--- config.mk ---
export PLATFORM = sky130hd
export DESIGN_NAME = ppr_receiver
export DESIGN_NICKNAME = d
export VERILOG_FILES = /design/src/pkg/ppr_pkg.sv /design/src/hw/ppr_receiver.sv /design/src/hw/ppr_sync.sv /design/src/hw/ppr_axil.sv
export SDC_FILE = /design/constraint.sdc
export NUM_CORES = 1
export LEC_CHECK = 0
export BUFFER_PORTS_ARGS = -buffer_cell sky130_fd_sc_hd__buf_2
export CORE_ASPECT_RATIO = 1.25
export CORE_MARGIN = 2
export CORE_UTILIZATION = 25
export DETAILED_ROUTE_END_ITERATION = 8
export PLACE_DENSITY = 0.44
export SLEW_MARGIN = 0
export SYNTH_ARGS = -nofsm -noshare
export SYNTH_HDL_FRONTEND = slang
export SYNTH_SLANG_ARGS = --single-unit
--- constraint.sdc ---
create_clock -name clk -period 2.2 [get_ports clk]
set_input_delay 0.22 -clock clk [delete_from_list [all_inputs] [get_ports clk]]
set_output_delay 0.22 -clock clk [all_outputs]
set_load 0.01 [all_outputs]
--- src/pkg/ppr_pkg.sv ---
// What this block does
// - Accept bytes up to 1000 per second
// - Capture data while strobe is low
// - Eight data bits, high means one
// - Acknowledge low pulse about 5us
// - Busy high when unable to receive
// - Paper empty high when out of paper
// - Selected status while selected
// - Auto line feed when input low
// - Switch 2-3 forces auto feed low
// - Init low resets controller, clears buffer
// - Fault low on paper end, offline, error
// - Accept data only when entry enable low
// - Switch 1-8 forces entry enable low
package ppr_pkg;
  // ==========================================
  // Timing
  localparam int CLK_MHZ = 250;
  localparam int ACK_TIME_NS = 5000;
  localparam int ACK_CYCLES = (ACK_TIME_NS * CLK_MHZ) / 1000;
  localparam int STROBE_MIN_NS = 500;
  localparam int STROBE_CYCLES = (STROBE_MIN_NS * CLK_MHZ + 999) / 1000;
  localparam int INIT_MIN_NS = 50000;
  localparam int INIT_CYCLES = (INIT_MIN_NS * CLK_MHZ + 999) / 1000;
  localparam int CHAR_PERIOD_NS = 1000000;
  localparam int CHAR_CYCLES = (CHAR_PERIOD_NS / 1000) * CLK_MHZ;
  // ==========================================
  // Register map, byte addresses
  localparam logic [7:0] REG_CTRL = 8'h00;
  localparam logic [7:0] REG_STATUS = 8'h04;
  localparam logic [7:0] REG_DATA = 8'h08;
  localparam logic [7:0] REG_IRQ_STAT = 8'h0C;
  localparam logic [7:0] REG_IRQ_MASK = 8'h10;
  // Control bit positions
  localparam int CTRL_ONLINE = 0;
  localparam int CTRL_PAPER_OUT = 1;
  localparam int CTRL_ERROR = 2;
  localparam int CTRL_PRINTING = 3;
  localparam int CTRL_SW18 = 4;
  localparam int CTRL_SW23 = 5;
  localparam logic [5:0] CTRL_RESET = 6'h11;
  // Interrupt bits
  localparam int IRQ_BYTE = 0;
  localparam int IRQ_INIT = 1;
  localparam int IRQ_OVERRUN = 2;
  localparam int IRQ_W = 3;
  localparam logic [1:0] RESP_OKAY = 2'b00;
  localparam logic [1:0] RESP_SLVERR = 2'b10;

  typedef struct packed {
    logic [7:0] data;
    logic strobeN;
    logic initN;
    logic autoLineAdvanceN;
    logic entryEnableN;
  } ppr_host_s;

  typedef struct packed {
    logic byteTakenPulseN;
    logic busy;
    logic paperEmpty;
    logic selectedStatus;
    logic faultN;
  } ppr_dev_s;

  typedef enum logic [1:0] {S_IDLE, S_HOLD, S_WAIT, S_ACK} ppr_state_e;
endpackage

--- src/hw/ppr_receiver.sv ---
`timescale 1ns/1ps
// ==========================================
// Printer parallel port receiver, device side
module ppr_receiver
  import ppr_pkg::*;
#(
  parameter int ACK_LEN = ACK_CYCLES,
  parameter int INIT_LEN = INIT_CYCLES,
  parameter int CHAR_LEN = CHAR_CYCLES
)(
  input wire logic clk,
  input wire logic reset,
  input ppr_host_s hostPins,
  output ppr_dev_s devPins,
  output logic autoAdvanceReq,
  output logic irq,
  input wire logic [7:0] awaddr,
  input wire logic awvalid,
  output logic awready,
  input wire logic [31:0] wdata,
  input wire logic [3:0] wstrb,
  input wire logic wvalid,
  output logic wready,
  output logic [1:0] bresp,
  output logic bvalid,
  input wire logic bready,
  input wire logic [7:0] araddr,
  input wire logic arvalid,
  output logic arready,
  output logic [31:0] rdata,
  output logic [1:0] rresp,
  output logic rvalid,
  input wire logic rready
);
  // ==========================================
  // Pin synchronisation
  localparam logic [11:0] PIN_IDLE = 12'h0F00; // Controls idle high
  logic [11:0] pinsSync;
  logic [7:0] dataIn;
  logic strobeN;
  logic initN;
  logic autoN;
  logic entryN;

  ppr_sync #(.W(12), .INIT(PIN_IDLE)) uSync (
    .clk(clk),
    .reset(reset),
    .pinIn({hostPins.entryEnableN, hostPins.autoLineAdvanceN, hostPins.initN,
            hostPins.strobeN, hostPins.data}),
    .pinOut(pinsSync)
  );
  // bit one of char on data[0]
  assign dataIn = pinsSync[7:0];
  assign strobeN = pinsSync[8];
  assign initN = pinsSync[9];
  assign autoN = pinsSync[10];
  assign entryN = pinsSync[11];

  // ==========================================
  // Registers
  logic [5:0] ctrl_ff; // Online, paper, error, printing, switches
  logic [7:0] rxData_ff; // Last captured byte
  logic rxFull_ff; // Byte waiting for software
  logic [IRQ_W-1:0] irqStat_ff;
  logic [IRQ_W-1:0] irqMask_ff;
  logic wrStb;
  logic [7:0] wrAddr;
  logic [31:0] wrData;
  logic [3:0] wrStrb;
  logic rdStb;
  logic [7:0] rdAddr;
  logic [31:0] rdData;
  logic rdErr;
  logic wrErr;

  ppr_axil uBus (
    .clk(clk),
    .reset(reset),
    .awaddr(awaddr),
    .awvalid(awvalid),
    .awready(awready),
    .wdata(wdata),
    .wstrb(wstrb),
    .wvalid(wvalid),
    .wready(wready),
    .bresp(bresp),
    .bvalid(bvalid),
    .bready(bready),
    .araddr(araddr),
    .arvalid(arvalid),
    .arready(arready),
    .rdata(rdata),
    .rresp(rresp),
    .rvalid(rvalid),
    .rready(rready),
    .wrStb(wrStb),
    .wrAddr(wrAddr),
    .wrData(wrData),
    .wrStrb(wrStrb),
    .wrErr(wrErr),
    .rdStb(rdStb),
    .rdAddr(rdAddr),
    .rdData(rdData),
    .rdErr(rdErr)
  );

  // Decode helper used for reads and writes
  function automatic logic isMapped(input logic [7:0] a);
    isMapped = (a == REG_CTRL) || (a == REG_STATUS) || (a == REG_DATA) ||
               (a == REG_IRQ_STAT) || (a == REG_IRQ_MASK);
  endfunction
  assign wrErr = !isMapped(wrAddr);
  assign rdErr = !isMapped(rdAddr);

  // ==========================================
  // Derived printer conditions
  logic online;
  logic paperOut;
  logic errorCond;
  logic printing;
  logic entryEnabled;
  logic autoActive;
  logic initLong;
  assign online = ctrl_ff[CTRL_ONLINE];
  assign paperOut = ctrl_ff[CTRL_PAPER_OUT];
  assign errorCond = ctrl_ff[CTRL_ERROR];
  assign printing = ctrl_ff[CTRL_PRINTING];
  assign entryEnabled = ctrl_ff[CTRL_SW18] || !entryN;
  assign autoActive = ctrl_ff[CTRL_SW23] || !autoN;

  // ==========================================
  // Init pulse timer, only a long low counts
  logic [$clog2(INIT_LEN+1)-1:0] initCnt_ff;
  always_ff @(posedge clk)
  begin
    if (reset || initN)
      initCnt_ff <= '0;
    else if (initCnt_ff != INIT_LEN[$clog2(INIT_LEN+1)-1:0])
      initCnt_ff <= initCnt_ff + 1'b1;
  end
  // Reset must wait for the qualified width, glitches ignored
  assign initLong = (initCnt_ff == INIT_LEN[$clog2(INIT_LEN+1)-1:0]);

  // ==========================================
  // Handshake state machine
  ppr_state_e state_ff;
  logic strobeN_d_ff; // Previous strobe for edge detect
  logic strobeFall;
  logic [$clog2(ACK_LEN+1)-1:0] ackCnt_ff;
  logic [$clog2(CHAR_LEN+1)-1:0] paceCnt_ff;
  logic busyOut;
  logic ackOut;
  logic takeByte;
  logic canReceive;

  always_ff @(posedge clk)
  begin
    if (reset)
      strobeN_d_ff <= 1'b1;
    else
      strobeN_d_ff <= strobeN;
  end
  assign strobeFall = strobeN_d_ff && !strobeN;
  // offline, error or printing block entry
  assign canReceive = online && !errorCond && !paperOut && !printing && !rxFull_ff;
  assign takeByte = (state_ff == S_IDLE) && strobeFall && entryEnabled && canReceive;

  // Transfer sequence
  always_ff @(posedge clk)
  begin
    if (reset || initLong)
    begin
      state_ff <= S_IDLE;
      ackCnt_ff <= '0;
      paceCnt_ff <= '0;
    end
    else
    begin
      if (paceCnt_ff != '0)
        paceCnt_ff <= paceCnt_ff - 1'b1;
      case (state_ff)
        S_IDLE:
        begin
          if (takeByte)
          begin
            state_ff <= S_HOLD;
            paceCnt_ff <= CHAR_LEN[$clog2(CHAR_LEN+1)-1:0];
          end
        end
        S_HOLD:
        begin
          if (strobeN)
            state_ff <= S_WAIT;
        end
        S_WAIT:
        begin
          if (paceCnt_ff <= 1 && !printing)
          begin
            state_ff <= S_ACK;
            ackCnt_ff <= ACK_LEN[$clog2(ACK_LEN+1)-1:0];
          end
        end
        S_ACK:
        begin
          if (ackCnt_ff <= 1)
            state_ff <= S_IDLE;
          ackCnt_ff <= ackCnt_ff - 1'b1;
        end
        default:
          state_ff <= S_IDLE;
      endcase
    end
  end

  // Data capture while strobe low
  always_ff @(posedge clk)
  begin
    if (reset)
      rxData_ff <= 8'h00;
    else if (takeByte || (state_ff == S_HOLD && !strobeN))
      rxData_ff <= dataIn;
  end

  // Buffer flag: set by strobe wins over software read
  always_ff @(posedge clk)
  begin
    if (reset)
      rxFull_ff <= 1'b0;
    else if (takeByte)
      rxFull_ff <= 1'b1;
    else if (initLong || (rdStb && rdAddr == REG_DATA))
      rxFull_ff <= 1'b0;
  end

  // busy through the acknowledge and until the byte is read, ack after processing
  assign busyOut = (state_ff != S_IDLE) || !canReceive;
  assign ackOut = (state_ff == S_ACK);

  // ==========================================
  // Control register
  always_ff @(posedge clk)
  begin
    if (reset)
      ctrl_ff <= CTRL_RESET;
    else if (wrStb && wrAddr == REG_CTRL && wrStrb[0])
      ctrl_ff <= wrData[5:0];
  end

  // Interrupt mask
  always_ff @(posedge clk)
  begin
    if (reset)
      irqMask_ff <= '0;
    else if (wrStb && wrAddr == REG_IRQ_MASK && wrStrb[0])
      irqMask_ff <= wrData[IRQ_W-1:0];
  end

  // Sticky events; set wins over clear on read
  logic [IRQ_W-1:0] events;
  logic initLong_d_ff;
  always_ff @(posedge clk)
  begin
    if (reset)
      initLong_d_ff <= 1'b0;
    else
      initLong_d_ff <= initLong;
  end
  always_comb
  begin
    events = '0;
    events[IRQ_BYTE] = takeByte;
    events[IRQ_INIT] = initLong && !initLong_d_ff;
    events[IRQ_OVERRUN] = (state_ff == S_IDLE) && strobeFall && !takeByte;
  end
  always_ff @(posedge clk)
  begin
    if (reset)
      irqStat_ff <= '0;
    else if (rdStb && rdAddr == REG_IRQ_STAT)
      irqStat_ff <= events;
    else
      irqStat_ff <= irqStat_ff | events;
  end
  assign irq = |(irqStat_ff & irqMask_ff);

  // ==========================================
  // Read mux
  always_comb
  begin
    rdData = 32'h0000_0000;
    case (rdAddr)
      REG_CTRL: rdData[5:0] = ctrl_ff;
      REG_STATUS: rdData[7:0] = {1'b0, autoActive, entryEnabled, rxFull_ff,
                                 ackOut, busyOut, paperOut, online};
      REG_DATA: rdData[7:0] = rxData_ff;
      REG_IRQ_STAT: rdData[IRQ_W-1:0] = irqStat_ff;
      REG_IRQ_MASK: rdData[IRQ_W-1:0] = irqMask_ff;
      default: rdData = 32'h0000_0000;
    endcase
  end

  // ==========================================
  // Output pins, registered
  ppr_dev_s dev_ff;
  logic autoReq_ff;
  always_ff @(posedge clk)
  begin
    if (reset)
    begin
      dev_ff <= '{byteTakenPulseN: 1'b1, busy: 1'b1, paperEmpty: 1'b0,
                  selectedStatus: 1'b0, faultN: 1'b1};
      autoReq_ff <= 1'b0;
    end
    else
    begin
      dev_ff.byteTakenPulseN <= !ackOut;
      dev_ff.busy <= busyOut;
      dev_ff.paperEmpty <= paperOut;
      dev_ff.selectedStatus <= online;
      // fault low on paper, offline, error
      dev_ff.faultN <= !(paperOut || !online || errorCond);
      // line advance request while printing
      autoReq_ff <= autoActive && printing;
    end
  end
  assign devPins = dev_ff;
  assign autoAdvanceReq = autoReq_ff;
endmodule

--- src/hw/ppr_sync.sv ---
`timescale 1ns/1ps
// ==========================================
// Three flop pin synchroniser with agreement filter
module ppr_sync
  import ppr_pkg::*;
#(
  parameter int W = 12,
  parameter logic [11:0] INIT = 12'h0F00
)(
  input wire logic clk,
  input wire logic reset,
  input wire logic [W-1:0] pinIn,
  output logic [W-1:0] pinOut
);
  logic [W-1:0] s1_ff; // Metastable stage, read by s2 only
  logic [W-1:0] s2_ff;
  logic [W-1:0] s3_ff;
  logic [W-1:0] out_ff;

  // Shift chain
  always_ff @(posedge clk)
  begin
    if (reset)
    begin
      s1_ff <= INIT[W-1:0];
      s2_ff <= INIT[W-1:0];
      s3_ff <= INIT[W-1:0];
    end
    else
    begin
      s1_ff <= pinIn;
      s2_ff <= s1_ff;
      s3_ff <= s2_ff;
    end
  end

  // Per bit: change once stage two and three agree
  genvar i;
  generate
    for (i = 0; i < W; i++)
    begin : g_bit
      always_ff @(posedge clk)
      begin
        if (reset)
          out_ff[i] <= INIT[i];
        else if (s2_ff[i] == s3_ff[i])
          out_ff[i] <= s3_ff[i];
      end
    end
  endgenerate
  assign pinOut = out_ff;
endmodule

--- src/hw/ppr_axil.sv ---
`timescale 1ns/1ps
// ==========================================
// AXI4-Lite slave front end, one write and one read at a time
module ppr_axil
  import ppr_pkg::*;
(
  input wire logic clk,
  input wire logic reset,
  input wire logic [7:0] awaddr,
  input wire logic awvalid,
  output logic awready,
  input wire logic [31:0] wdata,
  input wire logic [3:0] wstrb,
  input wire logic wvalid,
  output logic wready,
  output logic [1:0] bresp,
  output logic bvalid,
  input wire logic bready,
  input wire logic [7:0] araddr,
  input wire logic arvalid,
  output logic arready,
  output logic [31:0] rdata,
  output logic [1:0] rresp,
  output logic rvalid,
  input wire logic rready,
  output logic wrStb,
  output logic [7:0] wrAddr,
  output logic [31:0] wrData,
  output logic [3:0] wrStrb,
  input wire logic wrErr,
  output logic rdStb,
  output logic [7:0] rdAddr,
  input wire logic [31:0] rdData,
  input wire logic rdErr
);
  logic awHave_ff;
  logic wHave_ff;
  logic [7:0] awAddr_ff;
  logic [31:0] wData_ff;
  logic [3:0] wStrb_ff;
  logic bValid_ff;
  logic [1:0] bResp_ff;
  logic rValid_ff;
  logic [31:0] rData_ff;
  logic [1:0] rResp_ff;

  // Take each write channel independently, either order
  assign awready = !awHave_ff && !bValid_ff;
  assign wready = !wHave_ff && !bValid_ff;
  assign wrStb = awHave_ff && wHave_ff && !bValid_ff;
  assign wrAddr = awAddr_ff;
  assign wrData = wData_ff;
  assign wrStrb = wStrb_ff;

  // Write capture and response
  always_ff @(posedge clk)
  begin
    if (reset)
    begin
      awHave_ff <= 1'b0;
      wHave_ff <= 1'b0;
      awAddr_ff <= 8'h00;
      wData_ff <= 32'h0000_0000;
      wStrb_ff <= 4'h0;
      bValid_ff <= 1'b0;
      bResp_ff <= RESP_OKAY;
    end
    else
    begin
      if (awvalid && awready)
      begin
        awHave_ff <= 1'b1;
        awAddr_ff <= awaddr;
      end
      if (wvalid && wready)
      begin
        wHave_ff <= 1'b1;
        wData_ff <= wdata;
        wStrb_ff <= wstrb;
      end
      if (wrStb)
      begin
        awHave_ff <= 1'b0;
        wHave_ff <= 1'b0;
        bValid_ff <= 1'b1;
        bResp_ff <= wrErr ? RESP_SLVERR : RESP_OKAY;
      end
      else if (bValid_ff && bready)
        bValid_ff <= 1'b0;
    end
  end
  assign bvalid = bValid_ff;
  assign bresp = bResp_ff;

  // Read: accept, answer next cycle
  assign arready = !rValid_ff;
  assign rdStb = arvalid && arready;
  assign rdAddr = araddr;
  always_ff @(posedge clk)
  begin
    if (reset)
    begin
      rValid_ff <= 1'b0;
      rData_ff <= 32'h0000_0000;
      rResp_ff <= RESP_OKAY;
    end
    else if (rdStb)
    begin
      rValid_ff <= 1'b1;
      rData_ff <= rdData;
      rResp_ff <= rdErr ? RESP_SLVERR : RESP_OKAY;
    end
    else if (rValid_ff && rready)
      rValid_ff <= 1'b0;
  end
  assign rvalid = rValid_ff;
  assign rdata = rData_ff;
  assign rresp = rResp_ff;
endmodule

# Word level (Yosys, flattened, before mapping)
# Index checks and enable logic that the tools add are counted.
# word_totals
register_bits	153
input_bits	71
out_inout_bits	48
word_cells	175
# classes
addsub	3
order_cmp	2
n_eq_ne	29
muxes	22
n_bitwise	2
reduce_logical	75
# op_table
cell	count
two-way mux 18 bit	3
== test 8 x 4 -> 1 bit, second input constant	4
logical AND 1 bit	28
case mux 11 bit (2 select lines)	1
<= comparator 18 x 1 -> 1 bit, second input constant	1
nonzero test 18 bit	1
subtractor 18 x 1 -> 18 bit, second input constant	1
logical NOT 1 bit	17
logical OR 1 bit	17
== test 8 x 3 -> 1 bit, second input constant	2
== test 8 x 5 -> 1 bit, second input constant	2
logical NOT 8 bit	2
case mux 3 bit (5 select lines)	1
adder 14 x 1 -> 14 bit, second input constant	1
== test 14 bit, second input constant	1
inequality test 14 bit, second input constant	1
== test 1 bit	12
two-way mux 2 bit	6
<= comparator 11 x 1 -> 1 bit, second input constant	1
two-way mux 11 bit	1
subtractor 11 x 1 -> 11 bit, second input constant	1
nonzero test 2 bit	5
case mux 3 bit (3 select lines)	1
case mux 2 bit (4 select lines)	1
other kinds (14)	22

# Logic depth before layout (Yosys ltp)
# logic_depth
ltp_word	10
ltp_mapped	9
mapped_depth_nobuf	7

# Hierarchy
# From an unflattened synthesis, not the netlist that was laid out.
# unflattened
hier_cells	924
area_unflattened_um2	8117.8
# by_module_without_submodules
mod	n_inst	cells_each	area_per_inst_um2	seq_area_each_um2
ppr_receiver	1	427	3733.6	1481.4
ppr_axil	1	372	2981.6	1641.6
ppr_sync	1	125	1402.6	960.9

# Least setup slack after synthesis
# Ideal clock, no wire load.
# synth_path
kind	reg2reg
start	register paceCnt_ff[6]
end	register paceCnt_ff[7]
setup_time_ns	0.132
arrival_ns	1.842
required_time_ns	2.068
setup_slack_ns	0.225
path_stages_with_launch	8
path_buffers	2
synth_period_minus_slack_ns	1.975
cell_sequence	dfxtp_1 or3_1 buf_2 or4_4 buf_6 o211ai_1 xor2_1 a21oi_1
# synth_via
elab_chain_len	4
elab_cells_between_ends	5
classes_between	add/sub (1); mux (3); reduce/logical (1)
# synth_rtl
element	line_no	rtl
start: declaration	ppr_receiver.sv:150	logic [$clog2(CHAR_LEN+1)-1:0] paceCnt_ff;
start signal: assignment	ppr_receiver.sv:180	paceCnt_ff <= paceCnt_ff - 1'b1;
start signal: assignment	ppr_receiver.sv:187	paceCnt_ff <= CHAR_LEN[$clog2(CHAR_LEN+1)-1:0];
subtractor 18 x 1 -> 18 bit or nonzero test 18 bit (tied branches)	ppr_receiver.sv:180, ppr_receiver.sv:179	
two-way mux 18 bit (*)	ppr_receiver.sv:179	if (paceCnt_ff != '0)
two-way mux 18 bit	ppr_receiver.sv:184	if (takeByte)
two-way mux 18 bit (*)	ppr_receiver.sv:181	case (state_ff)
# Mark *: on every way between the ends. The rest lies on a longest branch, timed or not.
# A chain may end at the register's enable or synchronous reset.

# Worst setup path in the final report
# layout_path
start	register paceCnt_ff[8]
end	register ackCnt_ff[3]
# layout_via
elab_chain_len	4
# layout_rtl
element	line_no	rtl
<= comparator 18 x 1 -> 1 bit	ppr_receiver.sv:197	if (paceCnt_ff <= 1 && !printing)
logical AND 1 bit	ppr_receiver.sv:197	
inequality test 2 bit (no source line)	-	
AND reduction 2 bit (no source line)	-	
end signal: assignment	ppr_receiver.sv:200	ackCnt_ff <= ACK_LEN[$clog2(ACK_LEN+1)-1:0];
end signal: assignment	ppr_receiver.sv:207	ackCnt_ff <= ackCnt_ff - 1'b1;
end: declaration	ppr_receiver.sv:149	logic [$clog2(ACK_LEN+1)-1:0] ackCnt_ff;
# Every way passes these cells.

==> summary.txt <==
Status
  • Status: completed

Power
  • Lkg Pwr: 3.06 nW
  • Logic pwr share: 0.194
  • Reg power frac: 0.397
  • Worst vdd ir: 0.000579 V
  • NetSw: 2.19 mW
  • Power, Total: 7.71 mW
  • Pint: 5.53 mW
  • P per Cell Area: 995 nW/um2
  • Clk pwr share: 0.409
  • Sw frac: 0.284

Finish
  • Most common cell after layout, fill and taps aside: dfxtp_1
  • Post-layout net count: 865
  • Area Growth Syn to Fin: 23.0%
  • Final Cell Area: 7750 um2
  • Layout cells sized above 1: 0.191
  • Ant diodes: 0
  • Core Util, Final: 0.314
  • Most frequent cells in the layout: dfxtp_1, nor2_1, nand2_1, buf_2, a21oi_1

Placed design
  • Port bufs: 63
  • Gpl congestion: 0.754
  • Dpl hpwl: 10.2 mm
  • Placement Setup Slack: 140 ps
  • DP Area: 6990 um2

Worst setup path
  • CP Cell Sequence: or3_1 > nor4_4 > buf_4 > a21boi_2 > or4_1 > a21oi_1
  • Worst path required time: 2550 ps
  • CP Buf/Inv Count: 1
  • CP max-delay cell: or4_1
  • CP top delay family: simple AND/OR/NAND/NOR gates
  • CP max FO: 6
  • Crit path largest cell delay: 470 ps
  • Worst setup EP type: flop
  • Critical path type: reg2reg
  • Crit path DAT: 2330 ps
  • Startpoint class of the critical path: flop

Synthesis
  • Area share of the largest cell type after synthesis: 0.480
  • Area leader, netlist: dfxtp_1
  • Area contributors post-synth: dfxtp_1, mux2i_1, nor2_1
  • Seq/Total Area, Yosys: 0.480
  • Synthesized cell area: 6300 um2
  • Distinct cells, synth: 64
  • Post-Syn Area per Cell: 9.04 um2
  • Cells after Synth: 697
  • Share of flip-flops with an asynchronous set or reset: 0
  • FF+latch count, synth: 151
  • Number of synthesized flops with an enable pin: 0
  • Yosys warning count: 0
  • Most used DFF post-synth: dfxtp_1

Drt
  • Pre-antenna DRT Iters: 4
  • Wire per inst: 12.8 um
  • Post-Route WL: 14.4 mm
  • DRT antenna net count: 0
  • DRC: 0
  • DR vias: 4862
  • Drt initial violations: 281
  • Post-DR vias/cell: 4.32

STA
  • Setup ws final: 217 ps
  • Final Hold Vio Count: 0
  • Final setup skew: 6.79 ps
  • Slew Limit Fails: 0
  • Slew HR: 0.644
  • FMAX: 504 MHz
  • Post-Route Setup TNS: 0 ps
  • Worst-margin pin slew: 532 ps
  • Setup violations, final: 0
  • Final period util: 0.901
  • RSZ-0062 raised after global routing: no
  • Clock period minus worst slack: 1980 ps

CTS
  • Clock Sink Count: 151
  • CTS H-tree depth: 4
  • CTS clk-pin slew, worst paths: 60 ps
  • Number of CTS-inserted buffers: 17
  • Clock Root Buffer: clkbuf_16
  • Worst-Skew Late Latency: 420 ps
  • CTS Buffer Depth: 2
  • CTS tree: built

Floorplan
  • Row count: 64
  • Die W: 146 um
  • Core area: 24700 um2
  • I/O pins: 119
  • Die Span Y: 181 um
  • Starting Density: 0.255
  • Die area: 26500 um2

Global route
  • Gr ovfl total: 0
  • Total track usage: 0.112
  • Vias in the first global route: 4563
  • First-pass GRT wire length: 23.8 mm
  • Largest net degree at the start of global routing: 99
  • Initial antenna violation count: 0

Flow run
  • Max Cap Violations: 0

Hold path
  • HP Class: in2reg
[metal layers]
layer | up-vias | routed length, um | global-route usage
met1 | 2255 | 6500 | 0.136
met4 | 0 | 166 | 0.0350
met5 | - | 0 | 0
met3 | 17 | 514 | 0.0319
met2 | 75 | 7220 | 0.191
li1 | 2515 | - | -
[per-stage QoR]
step	hold WS, ps	instances
floorplan	320	722
global placement	393	1081
detailed placement	393	1081
CTS	18.5	1125
global route	19.9	1126
finish	28.4	1126
[path summary, 6_finish.rpt]
| path | to | depth (start not counted) | from | slack (ps) |
|---|---|---|---|---|
| min reg2reg | uSync.s2_ff[9] | 1 | uSync.s1_ff[9] | 410 |
| max reg2reg | ackCnt_ff[3] | 6 | paceCnt_ff[8] | 220 |
| min | uSync.s1_ff[9] | 2 | hostPins[2] | 30 |
| max | ackCnt_ff[3] | 6 | paceCnt_ff[8] | 220 |
[synthesized netlist by cell type, drive strengths merged (18+ instances only)]
library cell    n
xor2           19
o21ai          29
mux2i          30
nand2          62
buf            34
dfxtp         151
a21oi          49
nor2b          33
nand3          18
nor2           77
clkbuf         24
[cells by family after synthesis]
group | after synthesis | synth area share
and+or+nand+nor | 284 | 0.233
adders and majority gates | 11 | 0.0218
xor gates and xnor gates | 22 | 0.0306
AOI/OAI and AO/OA | 121 | 0.118
DFF | 151 | 0.480
buffers and inverters | 75 | 0.0632
other | 1 | 0.000595
muxes | 32 | 0.0530
[area by class of cell]
type	count	area [um2]
fill	2686	16900
sequential	151	3020
multi-input combinational	496	2980
timing repair buffer	100	638
clock buffer	19	443
tap	330	413
clock inverter	13	193
inverter	17	63.8
[registers in the layout, indices dropped and copies added (netlist names), 2 cells and up]
signal        count
irqStat_ff        3
uBus.wrData       6
uSync.s3_ff      12
uBus.wrAddr       8
ctrl_ff           6
state_ff          2
uSync.s1_ff      12
rxData_ff         8
irqMask_ff        3
paceCnt_ff       18
uSync.pinOut     12
devPins           5
initCnt_ff       14
uBus.rdata        8
uSync.s2_ff      12
ackCnt_ff        11
[power by group through the flow]
stage	clock network, mW	logic [mW]	registers (mW)
after floorplan	0	1.19	3.09
after global placement	0	1.46	3.12
after detailed placement	0	1.46	3.12
after CTS	3.24	1.48	3.06
after global routing	3.37	1.67	3.09
final	3.16	1.50	3.06
[worst reg2reg max path, cell delays in order (launching register included)]
cell and delay, ps:
dfxtp_1 330, or3_1 460, nor4_4 230, buf_4 180
a21boi_2 100, or4_1 470, a21oi_1 120
[timing repair]
action,in CTS,in global routing
resized for setup,0,0
endpoints found under the hold margin,12,0
setup buffers,0,1
setup endpoints to repair,0,1
hold buffers,12,0
(Power assumes the default switching activity.)
